## config.mk

```make
export PLATFORM = sky130hd
export DESIGN_NAME = fpxu_exception_unit
export DESIGN_NICKNAME = d
export VERILOG_FILES = /design/src/inc/fpxu_pkg.sv /design/src/logic/fpxu_classify.sv /design/src/logic/fpxu_exception_unit.sv
export VERILOG_INCLUDE_DIRS = /design/src /design/src/inc
export SDC_FILE = /design/constraint.sdc
export NUM_CORES = 1
export LEC_CHECK = 0
export BUFFER_PORTS_ARGS = -buffer_cell sky130_fd_sc_hd__buf_2
export CAP_MARGIN = 0
export CORE_AREA = 4 4 173 175
export DETAILED_ROUTE_END_ITERATION = 10
export DIE_AREA = 0 0 177 179
export HOLD_SLACK_MARGIN = 0.08
export PLACE_DENSITY = 0.63
export SYNTH_ARGS = -nofsm -noshare
export SYNTH_HDL_FRONTEND = slang
export SYNTH_SLANG_ARGS = --single-unit
```

## constraint.sdc

```tcl
create_clock -name pclk -period 2.98 [get_ports pclk]
set_clock_uncertainty 0.15 [all_clocks]
set_input_delay 0.745 -clock pclk [delete_from_list [all_inputs] [get_ports pclk]]
set_output_delay 0.745 -clock pclk [all_outputs]
set_load 0.03 [all_outputs]
```

## src/inc/fpxu_regs.svh

```systemverilog
`ifndef FPXU_REGS_SVH
`define FPXU_REGS_SVH

// ****************************************************************
// register map
// ****************************************************************
`define FPXU_ADDR_CTRL 12'h000
`define FPXU_ADDR_STAT 12'h004
`define FPXU_CTRL_RESET 32'h0000003F
`define FPXU_CTRL_WMASK 32'h00001C3F

// ****************************************************************
// field positions
// ****************************************************************
`define FPXU_F_INVAL 0
`define FPXU_F_DENORM 1
`define FPXU_F_ZDIV 2
`define FPXU_F_OVF 3
`define FPXU_F_UNF 4
`define FPXU_F_PREC 5
`define FPXU_NCLASS 6
`define FPXU_RC_LO 10
`define FPXU_RC_HI 11
`define FPXU_AFFINE_BIT 12
`define FPXU_STAT_ES 7
`define FPXU_STAT_C0 8
`define FPXU_STAT_C1 9
`define FPXU_STAT_C2 10
`define FPXU_STAT_C3 14
`define FPXU_RC_NEAR 2'h0
`define FPXU_RC_CHOP 2'h3

// ****************************************************************
// temporary real layout and special values
// ****************************************************************
`define FPXU_SIGN_BIT 79
`define FPXU_EXP_HI 78
`define FPXU_EXP_LO 64
`define FPXU_INT_BIT 63
`define FPXU_FRAC_HI 62
`define FPXU_EXP_ONES 15'h7FFF
`define FPXU_EXP_ZERO 15'h0000
`define FPXU_REAL_INDEF 80'hFFFFC000000000000000
`define FPXU_SIG_INF 64'h8000000000000000
`define FPXU_INT_INDEF 80'h00008000000000000000
`define FPXU_BCD_INDEF 80'hFFFF0000000000000000
`define FPXU_EXP_OVF 18'sh03FFF
`define FPXU_EXP_UNF 18'sh3C002
// condition codes as {c3, c2, c1, c0}
`define FPXU_CC_UNORD 4'hD
`define FPXU_CC_REM_DONE 4'h0

`endif

```

## src/inc/fpxu_pkg.sv

```systemverilog
package fpxu_pkg;

  // ****************************************************************
  // operation codes from the datapath
  // ****************************************************************
  typedef enum logic [3:0] {
    FPXU_OP_NONE = 4'h0,
    FPXU_OP_ADD = 4'h1,
    FPXU_OP_SUB = 4'h2,
    FPXU_OP_MUL = 4'h3,
    FPXU_OP_DIV = 4'h4,
    FPXU_OP_PARTIAL_REMAINDER = 4'h5,
    FPXU_OP_SQUARE_ROOT = 4'h6,
    FPXU_OP_COMPARE = 4'h7,
    FPXU_OP_ZERO_TEST = 4'h8,
    FPXU_OP_LOAD = 4'h9,
    FPXU_OP_REAL_STORE = 4'hA,
    FPXU_OP_REAL_STORE_POP = 4'hB,
    FPXU_OP_INTEGER_STORE = 4'hC,
    FPXU_OP_INTEGER_STORE_POP = 4'hD,
    FPXU_OP_PACKED_DECIMAL_STORE_POP = 4'hE,
    FPXU_OP_REGISTER_EXCHANGE = 4'hF
  } fpxu_op_t;

  // ****************************************************************
  // sequencer states
  // ****************************************************************
  typedef enum logic [2:0] {
    FPXU_ST_IDLE = 3'b001,
    FPXU_ST_FILL = 3'b010,
    FPXU_ST_XCHG = 3'b100
  } fpxu_state_t;

endpackage

```

## src/logic/fpxu_classify.sv

```systemverilog
`include "fpxu_regs.svh"

module fpxu_classify (
  // operand and its tag
  input wire logic [79:0] value,
  input wire logic empty,
  // operand class
  output logic is_empty,
  output logic is_nan,
  output logic is_inf,
  output logic is_zero,
  output logic is_denorm,
  output logic is_unnorm,
  output logic is_pzero,
  output logic is_sign
);
  import fpxu_pkg::*;

  logic exp_max;
  logic exp_zero;
  logic int_bit;
  logic frac_zero;

  // field decode of the temporary real operand
  assign exp_max = value[`FPXU_EXP_HI:`FPXU_EXP_LO] == `FPXU_EXP_ONES;
  assign exp_zero = value[`FPXU_EXP_HI:`FPXU_EXP_LO] == `FPXU_EXP_ZERO;
  assign int_bit = value[`FPXU_INT_BIT];
  assign frac_zero = value[`FPXU_FRAC_HI:0] == '0;

  // an empty tag hides every other class except the sign
  assign is_empty = empty;
  assign is_nan = ~empty & exp_max & ~frac_zero;
  assign is_inf = ~empty & exp_max & frac_zero;
  assign is_zero = ~empty & exp_zero & ~int_bit & frac_zero;
  assign is_denorm = ~empty & exp_zero & ~(~int_bit & frac_zero);
  assign is_unnorm = ~empty & ~exp_zero & ~exp_max & ~int_bit;
  assign is_pzero = is_unnorm & frac_zero;
  assign is_sign = value[`FPXU_SIGN_BIT];

endmodule // fpxu_classify

```

## src/logic/fpxu_exception_unit.sv

```systemverilog
// Functional notes
// - detect invalid, zero divide, denormal, overflow, underflow and precision classes
// - loading into a non-empty register is an invalid operation
// - reading an empty source register is an invalid operation
// - nan operands or indeterminate operations raise invalid operation
// - finite nonzero dividend over zero divisor raises zero divide
// - any denormal operand of a numeric operation raises denormal
// - exponent too large means overflow, too small means underflow
// - result not exact after rounding raises precision
// - every detected class sets its status flag before masking
// - masked class gives the default standard result and continues
// - unmasked class asserts the error output toward the host
// - masked empty source returns real indefinite
// - masked full destination is overwritten with real indefinite; for a nan load the code writes the loaded nan there instead
// - masked nan operands return the nan of larger magnitude
// - masked compare or test with nan sets not comparable codes
// - bad infinity sums and infinity times zero give real indefinite
// - bad divisions give real indefinite when masked
// - bad partial remainder gives indefinite and complete remainder code
// - bad square root operands give real indefinite when masked
// - bad integer store writes integer indefinite when masked
// - bad packed decimal store writes packed decimal indefinite
// - exchange fills empty registers with indefinite, then exchanges
// - masked overflow under nearest or chop gives signed infinity plus precision
//
// The implementer's own choices: the APB interface to the registers and the placing of the registers.
`include "fpxu_regs.svh"

module fpxu_exception_unit (
  // clock and reset
  input wire logic pclk,
  input wire logic presetn,
  // apb slave
  input wire logic psel,
  input wire logic penable,
  input wire logic pwrite,
  input wire logic [11:0] paddr,
  input wire logic [31:0] pwdata,
  input wire logic [3:0] pstrb,
  output logic [31:0] prdata,
  output logic pready,
  output logic pslverr,
  // operation request from the datapath
  input wire logic op_valid,
  output logic op_ready,
  input fpxu_pkg::fpxu_op_t op_code,
  input wire logic [79:0] opnd_a,
  input wire logic [79:0] opnd_b,
  input wire logic opnd_a_empty,
  input wire logic opnd_b_empty,
  input wire logic dest_full,
  // datapath result facts
  input wire logic [79:0] dp_result,
  input wire logic dp_sign,
  input wire logic signed [17:0] dp_exp,
  input wire logic dp_inexact,
  input wire logic dp_int_range_err,
  input wire logic dp_bcd_range_err,
  // response to the datapath
  output logic resp_valid,
  output logic resp_trap,
  output logic resp_default,
  output logic resp_write_dest,
  output logic [79:0] resp_result,
  output logic resp_cc_valid,
  output logic [3:0] resp_cc,
  output logic fill_a,
  output logic fill_b,
  output logic exch_go,
  // error toward the host
  output logic error_n
);
  import fpxu_pkg::*;

  // ****************************************************************
  // operand classification
  // ****************************************************************
  logic [1:0][79:0] opnd;
  logic [1:0] opnd_empty;
  logic [1:0] c_empty;
  logic [1:0] c_nan;
  logic [1:0] c_inf;
  logic [1:0] c_zero;
  logic [1:0] c_den;
  logic [1:0] c_unn;
  logic [1:0] c_pz;
  logic [1:0] c_sign;

  assign opnd = {opnd_b, opnd_a};
  assign opnd_empty = {opnd_b_empty, opnd_a_empty};

  // one classifier per operand
  for (genvar gi = 0; gi < 2; gi++) begin : g_cls
    fpxu_classify u_cls (
      .value(opnd[gi]),
      .empty(opnd_empty[gi]),
      .is_empty(c_empty[gi]),
      .is_nan(c_nan[gi]),
      .is_inf(c_inf[gi]),
      .is_zero(c_zero[gi]),
      .is_denorm(c_den[gi]),
      .is_unnorm(c_unn[gi]),
      .is_pzero(c_pz[gi]),
      .is_sign(c_sign[gi])
    );
  end

  // ****************************************************************
  // registers and sequencer state
  // ****************************************************************
  logic [31:0] ctrl_q;
  logic [5:0] flags_q;
  logic [5:0] flags_d;
  logic [3:0] cc_q;
  logic error_q;
  fpxu_state_t state_q;
  logic [5:0] mask;
  logic affine;
  logic [1:0] rc;

  assign mask = ctrl_q[`FPXU_NCLASS-1:0];
  assign affine = ctrl_q[`FPXU_AFFINE_BIT];
  assign rc = ctrl_q[`FPXU_RC_HI:`FPXU_RC_LO];
  assign op_ready = state_q == FPXU_ST_IDLE;

  // ****************************************************************
  // exception detection
  // ****************************************************************
  logic fire;
  logic is_add;
  logic is_sub;
  logic is_mul;
  logic is_div;
  logic is_rem;
  logic is_sqrt;
  logic is_cmp;
  logic is_tst;
  logic is_ld;
  logic is_rst;
  logic is_ist;
  logic is_bst;
  logic is_xch;
  logic two_src;
  logic is_arith;
  logic uses_a;
  logic any_nan;
  logic both_inf;
  logic store_bad;
  logic inv_empty;
  logic inv_full;
  logic inv_nan;
  logic inv_add;
  logic inv_mul;
  logic inv_div;
  logic inv_rem;
  logic inv_sqrt;
  logic inv_cmp;
  logic inv_ist;
  logic inv_bst;
  logic inv_rst;
  logic ovf_big;
  logic ovf_inf;
  logic [5:0] exc;

  assign fire = op_valid & op_ready;
  assign is_add = op_code == FPXU_OP_ADD;
  assign is_sub = op_code == FPXU_OP_SUB;
  assign is_mul = op_code == FPXU_OP_MUL;
  assign is_div = op_code == FPXU_OP_DIV;
  assign is_rem = op_code == FPXU_OP_PARTIAL_REMAINDER;
  assign is_sqrt = op_code == FPXU_OP_SQUARE_ROOT;
  assign is_cmp = op_code == FPXU_OP_COMPARE;
  assign is_tst = op_code == FPXU_OP_ZERO_TEST;
  assign is_ld = op_code == FPXU_OP_LOAD;
  assign is_rst = op_code == FPXU_OP_REAL_STORE || op_code == FPXU_OP_REAL_STORE_POP;
  assign is_ist = op_code == FPXU_OP_INTEGER_STORE || op_code == FPXU_OP_INTEGER_STORE_POP;
  assign is_bst = op_code == FPXU_OP_PACKED_DECIMAL_STORE_POP;
  assign is_xch = op_code == FPXU_OP_REGISTER_EXCHANGE;
  assign two_src = is_add | is_sub | is_mul | is_div | is_rem | is_cmp;
  assign is_arith = is_add | is_sub | is_mul | is_div | is_rem | is_sqrt;
  // load takes operand a from memory, so it never reads an empty register
  assign uses_a = two_src | is_sqrt | is_tst | is_rst | is_ist | is_bst;

  // stack faults
  assign inv_empty = (uses_a & c_empty[0]) | (two_src & c_empty[1]) | (is_xch & |c_empty);
  assign inv_full = is_ld & dest_full;

  // nan and indeterminate forms
  assign any_nan = (uses_a | is_ld) & c_nan[0] | two_src & c_nan[1];
  assign inv_nan = any_nan;
  assign both_inf = c_inf[0] & c_inf[1];
  assign inv_add = both_inf & (~affine | (is_add & (c_sign[0] ^ c_sign[1]))
                   | (is_sub & ~(c_sign[0] ^ c_sign[1]))) & (is_add | is_sub);
  assign inv_mul = is_mul & ((c_inf[0] & c_zero[1]) | (c_zero[0] & c_inf[1]));
  assign inv_div = is_div & (both_inf | (c_zero[0] & (c_zero[1] | c_pz[1]))
                   | c_den[1] | c_unn[1]);
  assign inv_rem = is_rem & (c_unn[1] | c_den[1] | c_inf[0]);
  assign inv_sqrt = is_sqrt & ((c_sign[0] & ~c_zero[0] & ~c_nan[0]) | c_den[0] | c_unn[0]
                    | (c_inf[0] & (~affine | c_sign[0])));
  assign inv_cmp = ~affine & ((is_cmp & ((c_inf[0] & ~c_nan[1] & ~c_den[1] & ~c_unn[1])
                   | (c_inf[1] & ~c_nan[0] & ~c_den[0] & ~c_unn[0]))) | (is_tst & c_inf[0]));
  assign store_bad = c_empty[0] | c_nan[0] | c_den[0] | c_unn[0] | c_inf[0];
  assign inv_ist = is_ist & (store_bad | dp_int_range_err);
  assign inv_bst = is_bst & (store_bad | dp_bcd_range_err);
  assign inv_rst = is_rst & c_unn[0] & ~c_pz[0];

  // masked overflow under nearest or chop turns into a signed infinity and an inexact result
  assign ovf_big = is_arith & (dp_exp > `FPXU_EXP_OVF);
  assign ovf_inf = ovf_big & mask[`FPXU_F_OVF] & (rc == `FPXU_RC_NEAR || rc == `FPXU_RC_CHOP);

  // per class detection, all six classes
  always_comb begin
    exc = '0;
    exc[`FPXU_F_INVAL] = inv_empty | inv_full | inv_nan | inv_add | inv_mul | inv_div
                         | inv_rem | inv_sqrt | inv_cmp | inv_ist | inv_bst | inv_rst;
    exc[`FPXU_F_ZDIV] = is_div & c_zero[1] & ~c_zero[0] & ~c_inf[0] & ~c_nan[0]
                        & ~c_empty[0] & ~c_empty[1];
    exc[`FPXU_F_DENORM] = (is_arith | is_cmp | is_tst | is_ld) & ((uses_a | is_ld) & c_den[0]
                          | two_src & c_den[1]);
    exc[`FPXU_F_OVF] = ovf_big;
    exc[`FPXU_F_UNF] = is_arith & (dp_exp < `FPXU_EXP_UNF);
    exc[`FPXU_F_PREC] = (is_arith | is_rst | is_ist | is_bst) & dp_inexact | ovf_inf;
  end

  // ****************************************************************
  // masked responses
  // ****************************************************************
  logic [79:0] res_d;
  logic dflt_d;
  logic wdest_d;
  logic ccv_d;
  logic [3:0] cc_d;
  logic trap_d;
  logic need_fill;
  logic big_b;

  assign trap_d = |(exc & ~mask);
  assign need_fill = is_xch & |c_empty & mask[`FPXU_F_INVAL];
  // magnitude compare ignores the sign bits
  assign big_b = ~c_nan[0] | (two_src & c_nan[1] & (opnd_b[`FPXU_EXP_HI:0] > opnd_a[`FPXU_EXP_HI:0]));

  // default value selection, invalid first since it stops the rest
  always_comb begin
    res_d = dp_result;
    dflt_d = 1'b0;
    wdest_d = 1'b0;
    ccv_d = 1'b0;
    cc_d = cc_q;
    if (exc[`FPXU_F_INVAL] & mask[`FPXU_F_INVAL]) begin
      dflt_d = 1'b1;
      res_d = `FPXU_REAL_INDEF;
      if (inv_full) begin
        wdest_d = 1'b1;
      end
      if (is_cmp | is_tst) begin
        ccv_d = 1'b1;
        cc_d = `FPXU_CC_UNORD;
      end else if (inv_ist) begin
        res_d = `FPXU_INT_INDEF;
      end else if (inv_bst) begin
        res_d = `FPXU_BCD_INDEF;
      end else if (inv_rem) begin
        ccv_d = 1'b1;
        cc_d = `FPXU_CC_REM_DONE;
      end else if (any_nan & ~inv_empty) begin
        res_d = big_b ? opnd_b : opnd_a;
      end
    end else if (exc[`FPXU_F_ZDIV] & mask[`FPXU_F_ZDIV]) begin
      dflt_d = 1'b1;
      res_d = {c_sign[0] ^ c_sign[1], `FPXU_EXP_ONES, `FPXU_SIG_INF};
    end else if (ovf_inf) begin
      dflt_d = 1'b1;
      res_d = {dp_sign, `FPXU_EXP_ONES, `FPXU_SIG_INF};
    end
  end

  // ****************************************************************
  // status flags, condition codes and error
  // ****************************************************************
  logic wr_en;
  logic rd_en;
  logic hit_ctrl;
  logic hit_stat;
  logic [5:0] w1c;

  assign wr_en = psel & penable & pwrite;
  assign rd_en = psel & ~penable & ~pwrite;
  assign hit_ctrl = paddr == `FPXU_ADDR_CTRL;
  assign hit_stat = paddr == `FPXU_ADDR_STAT;
  assign w1c = (wr_en & hit_stat & pstrb[0]) ? pwdata[`FPXU_NCLASS-1:0] : 6'h00;

  // a new event beats a same-cycle clear
  assign flags_d = (flags_q & ~w1c) | (fire ? exc : 6'h00);

  always_ff @(posedge pclk or negedge presetn) begin
    if (!presetn) begin
      flags_q <= '0;
    end else begin
      flags_q <= flags_d;
    end
  end

  // error follows any set flag whose mask is clear
  always_ff @(posedge pclk or negedge presetn) begin
    if (!presetn) begin
      error_q <= 1'b0;
    end else begin
      error_q <= |(flags_d & ~mask);
    end
  end

  assign error_n = ~error_q;

  // condition codes are held for status reads
  always_ff @(posedge pclk or negedge presetn) begin
    if (!presetn) begin
      cc_q <= '0;
    end else if (fire & ccv_d) begin
      cc_q <= cc_d;
    end
  end

  // control word with byte lanes
  always_ff @(posedge pclk or negedge presetn) begin
    if (!presetn) begin
      ctrl_q <= `FPXU_CTRL_RESET;
    end else if (wr_en & hit_ctrl) begin
      for (int i = 0; i < 4; i++) begin
        if (pstrb[i]) begin
          ctrl_q[i*8 +: 8] <= pwdata[i*8 +: 8] & 8'(`FPXU_CTRL_WMASK >> (i*8));
        end
      end
    end
  end

  // ****************************************************************
  // apb read path
  // ****************************************************************
  logic [31:0] stat_word;

  always_comb begin
    stat_word = '0;
    stat_word[`FPXU_NCLASS-1:0] = flags_q;
    stat_word[`FPXU_STAT_ES] = error_q;
    stat_word[`FPXU_STAT_C0] = cc_q[0];
    stat_word[`FPXU_STAT_C1] = cc_q[1];
    stat_word[`FPXU_STAT_C2] = cc_q[2];
    stat_word[`FPXU_STAT_C3] = cc_q[3];
  end

  // read data captured in the setup cycle so the access cycle needs no wait
  always_ff @(posedge pclk or negedge presetn) begin
    if (!presetn) begin
      prdata <= '0;
    end else if (rd_en) begin
      prdata <= hit_ctrl ? ctrl_q : (hit_stat ? stat_word : 32'h00000000);
    end
  end

  // unmapped address answers with an error, writes there are dropped
  always_ff @(posedge pclk or negedge presetn) begin
    if (!presetn) begin
      pslverr <= 1'b0;
    end else if (psel & ~penable) begin
      pslverr <= ~(hit_ctrl | hit_stat);
    end
  end

  assign pready = 1'b1;

  // ****************************************************************
  // response registers
  // ****************************************************************
  always_ff @(posedge pclk or negedge presetn) begin
    if (!presetn) begin
      resp_valid <= 1'b0;
      resp_trap <= 1'b0;
      resp_default <= 1'b0;
      resp_write_dest <= 1'b0;
      resp_cc_valid <= 1'b0;
    end else begin
      resp_valid <= fire;
      resp_trap <= fire & trap_d;
      resp_default <= fire & dflt_d & ~trap_d;
      resp_write_dest <= fire & wdest_d & ~trap_d;
      resp_cc_valid <= fire & ccv_d & ~trap_d;
    end
  end

  // data fields load only with a request
  always_ff @(posedge pclk or negedge presetn) begin
    if (!presetn) begin
      resp_result <= '0;
      resp_cc <= '0;
    end else if (fire) begin
      resp_result <= res_d;
      resp_cc <= cc_d;
    end
  end

  // ****************************************************************
  // exchange sequencer
  // ****************************************************************
  // fill goes out one cycle ahead of the swap so the register file sees indefinite first
  always_ff @(posedge pclk or negedge presetn) begin
    if (!presetn) begin
      state_q <= FPXU_ST_IDLE;
      fill_a <= 1'b0;
      fill_b <= 1'b0;
      exch_go <= 1'b0;
    end else begin
      fill_a <= 1'b0;
      fill_b <= 1'b0;
      exch_go <= 1'b0;
      unique case (state_q)
        FPXU_ST_IDLE: begin
          if (fire & is_xch & ~trap_d) begin
            if (need_fill) begin
              state_q <= FPXU_ST_FILL;
              fill_a <= c_empty[0];
              fill_b <= c_empty[1];
            end else begin
              exch_go <= 1'b1;
            end
          end
        end
        FPXU_ST_FILL: begin
          state_q <= FPXU_ST_XCHG;
          exch_go <= 1'b1;
        end
        FPXU_ST_XCHG: begin
          state_q <= FPXU_ST_IDLE;
        end
      endcase
    end
  end

endmodule // fpxu_exception_unit

```

==> qor.txt <==
Min cycle time layout - 3.71 ns
Post-DR wirelength/cell - 19.6 microns
Vias after detailed routing - 12.3k
Commonest non-fill, non-tap cell in the layout - buf_2
CTS tree - built
Unrepaired setup endpoints after global routing - true
Die Y - 179 microns
Core area - 28,500 sq um
Max Cap Viol - 0
Root Driver - clkbuf_16
Starting Density - 0.351
Pre-CTS setup slack - -1.42 ns
# setup viols final - 95
CP Class - input pin to flop
Largest net degree at the start of global routing - 55
H-tree depth - 4
Congestion Overflow GR - 0
First-pass GRT wire length - 66,900 microns
Final hold violation count - 0
Clk buf depth - 2
Final Max Tran Viols - 0
Initial antenna violation count - 7
Ys async rst share - 1.00
Crit path capture type - flop
Yosys reg bits - 129
EDFF count, synth - 0
Slew HR - 0.487
Maximum clock frequency - 0.269 GHz
Ys Warns - 0
LEAKAGE - 8.44 nW
Final nets - 2,321
Mapped Cells - 1,239
Worst hold path type - input pin to asynchronous set/reset pin
Routed Antenna Nets - 0
Detailed Route Iter0 Violations - 771
Vias in the first global route - 12.4k
Failing checks - setup timing
Synthesized cell area - 9990 sq um
Die Footprint - 31,700 sq um
Worst-margin pin slew - 0.766 ns
Status - complete, but fails checks
Main flop type after synthesis - dfrtp_1
Cell variety after synth - 71
Avg Inst Size Synth - 8.07 sq um
Worst Path Max Fanout - 5
Routability cong. - 0.963
Critical Path AT - 3.91 ns
HPWL after DPL - 34,800 microns
DR DRC count - 0
Sequential share of the synthesized area - 0.324
Total Wirelength - 45,400 microns
# rows - 62
Worst VDD drop - 0.571 mV
Pwr/cell area - 562 nW/um^2
Total I/O pin count - 451
Finished Layout Cells - 2,318
Clock insertion delay at the later pin of the skew report - 0.43 ns
Vias per inst - 5.29
Hold_ws - 0.118 ns
Final worst-path cycle share - 1.25
Pre-antenna DRT Iters - 6
IO Port Bufs - 404
Inst Count DP - 2,260
Clock transition at path regs - 0.07 ns
Sink Count - 129
Area growth from synthesis to layout - 61.3%
Post-route setup slack - -0.731 ns
Layout cell share with drive strength beyond 1 - 0.437
Commonest non-fill, non-tap cells in the layout - buf_2 (394), buf_4 (283), nand2_1 (203)
CP required - 3.18 ns
Crit path launch type - input pin
GRT Total Usage - 0.271
DIE WIDTH - 177 microns
Cts bufs inserted - 17
[what timing repair did]
item,4_1_cts,5_1_grt
cloned,9,5
pin swaps,16,38
endpoints found under the setup margin,95,95
gates resized for setup,71,46
hold buffers,0,0
setup buffers,16,6
[routing by layer]
layer  track usage  share of wire
met1         0.327           0.40
met2         0.482           0.50
met3        0.0498          0.070
met4        0.0970          0.034
met5             0         0.0010
[cell families after synthesis]
family / Yosys count / synth area share
other: 2 / 0.000751
adders and majority gates: 79 / 0.0989
buffers and inverters: 171 / 0.0766
AOI/OAI and AO/OA: 299 / 0.214
and+or+nand+nor: 545 / 0.271
muxes: 12 / 0.0133
DFF: 129 / 0.324
xor gates and xnor gates: 2 / 0.00175
[final cells by class]
| type | instances | area, sq um |
|---|---|---|
| flip-flops and latches | 129 | 3240 |
| clock buffers | 18 | 439 |
| clock inverters | 14 | 133 |
| well taps | 384 | 480 |
| inverters | 97 | 364 |
| multi-input cells | 958 | 6650 |
| fillers | 2652 | 12300 |
| diodes | 2 | 5.00 |
| repair buffers | 716 | 4810 |
[final timing paths]
| kind | depth (start not counted) | to | slack, ns | start |
|---|---|---|---|---|
| min in group pclk | 1 | state_q[0] | 0.29 | state_q[1] |
| max in group asynchronous | 2 | ctrl_q[0] | 1.80 | presetn |
| min reg2reg | 1 | state_q[0] | 0.29 | state_q[1] |
| min | 1 | resp_result[64] | 0.12 | presetn |
| max reg2reg | 7 | resp_result[3] | -0.02 | state_q[0] |
| max | 14 | resp_result[33] | -0.73 | opnd_b[10] |
[critical path: stages]
cell and delay, ns:
buf_2 0.13, nor4_4 0.35, nand4_1 0.30, or4_4 0.64
buf_4 0.17, a211oi_4 0.17, o2111ai_2 0.15, nor4_4 0.22
nand4_4 0.17, a211oi_4 0.28, buf_6 0.16, buf_12 0.15
clkbuf_16 0.16, a211o_1 0.12
[cell usage after synthesis, types with 4 or more instances]
| library cell | n | share of area |
|---|---|---|
| or4_1 | 7 | 0.0053 |
| buf_6 | 6 | 0.0068 |
| clkbuf_1 | 45 | 0.017 |
| nand4_1 | 33 | 0.021 |
| a211oi_1 | 10 | 0.0075 |
| a221o_1 | 20 | 0.020 |
| o31ai_1 | 4 | 0.0030 |
| nor2b_1 | 5 | 0.0031 |
| mux2_2 | 10 | 0.011 |
| nand2_1 | 209 | 0.078 |
| a221oi_1 | 7 | 0.0061 |
| and2_1 | 70 | 0.044 |
| o21ai_0 | 33 | 0.017 |
| a31oi_1 | 5 | 0.0031 |
| nor3b_1 | 6 | 0.0045 |
| o211ai_1 | 4 | 0.0030 |
| nor4_1 | 51 | 0.032 |
| nand2b_1 | 8 | 0.0050 |
| dfrtp_1 | 122 | 0.31 |
| ha_1 | 79 | 0.099 |
| inv_1 | 96 | 0.036 |
| a21o_1 | 9 | 0.0068 |
| buf_4 | 20 | 0.015 |
| o21a_1 | 5 | 0.0038 |
| nor3_1 | 41 | 0.021 |
| or2_2 | 4 | 0.0025 |
| and3_1 | 5 | 0.0031 |
| o221a_2 | 5 | 0.0056 |
| a211o_1 | 64 | 0.056 |
| nor2_1 | 57 | 0.021 |
| dfstp_2 | 7 | 0.018 |
| a21oi_1 | 97 | 0.049 |
| nand3_1 | 40 | 0.020 |
[power breakdown]
part | internal [mW] | switching, mW
Combinational | 1.75 | 2.47
Sequential | 2.36 | 0.344
Clock | 1.19 | 0.960
Total | 5.29 | 3.78
[flip-flops by register name, indices dropped and copies added, names as in the netlist]
| signal | cells |
|---|---|
| flags_q | 6 |
| cc_q | 4 |
| pslverr | 1 |
| resp_valid | 1 |
| resp_trap | 1 |
| fill_a | 1 |
| error_q | 1 |
| state_q | 3 |
| exch_go | 1 |
| resp_result | 80 |
| resp_cc | 4 |
| fill_b | 1 |
| ctrl_q | 9 |
| resp_cc_valid | 1 |
| prdata | 13 |
| resp_default | 1 |
| resp_write_dest | 1 |
[metrics by stage]
step | TNS, ns | instance area (sq um) | power, mW | utilization
2_1_floorplan | -50.21 | 10200 | 5.16 | -
3_3_place_gp | -131.74 | 14600 | 6.62 | 0.512
3_5_place_dp | -124.17 | 14600 | 6.69 | 0.512
4_1_cts | -52.62 | 15900 | 9.04 | 0.559
5_1_grt | -65.72 | 16100 | 9.49 | 0.566
6_report | -60.51 | 16100 | 9.06 | 0.566
Note: power is estimated with default switching activity, not from simulation.
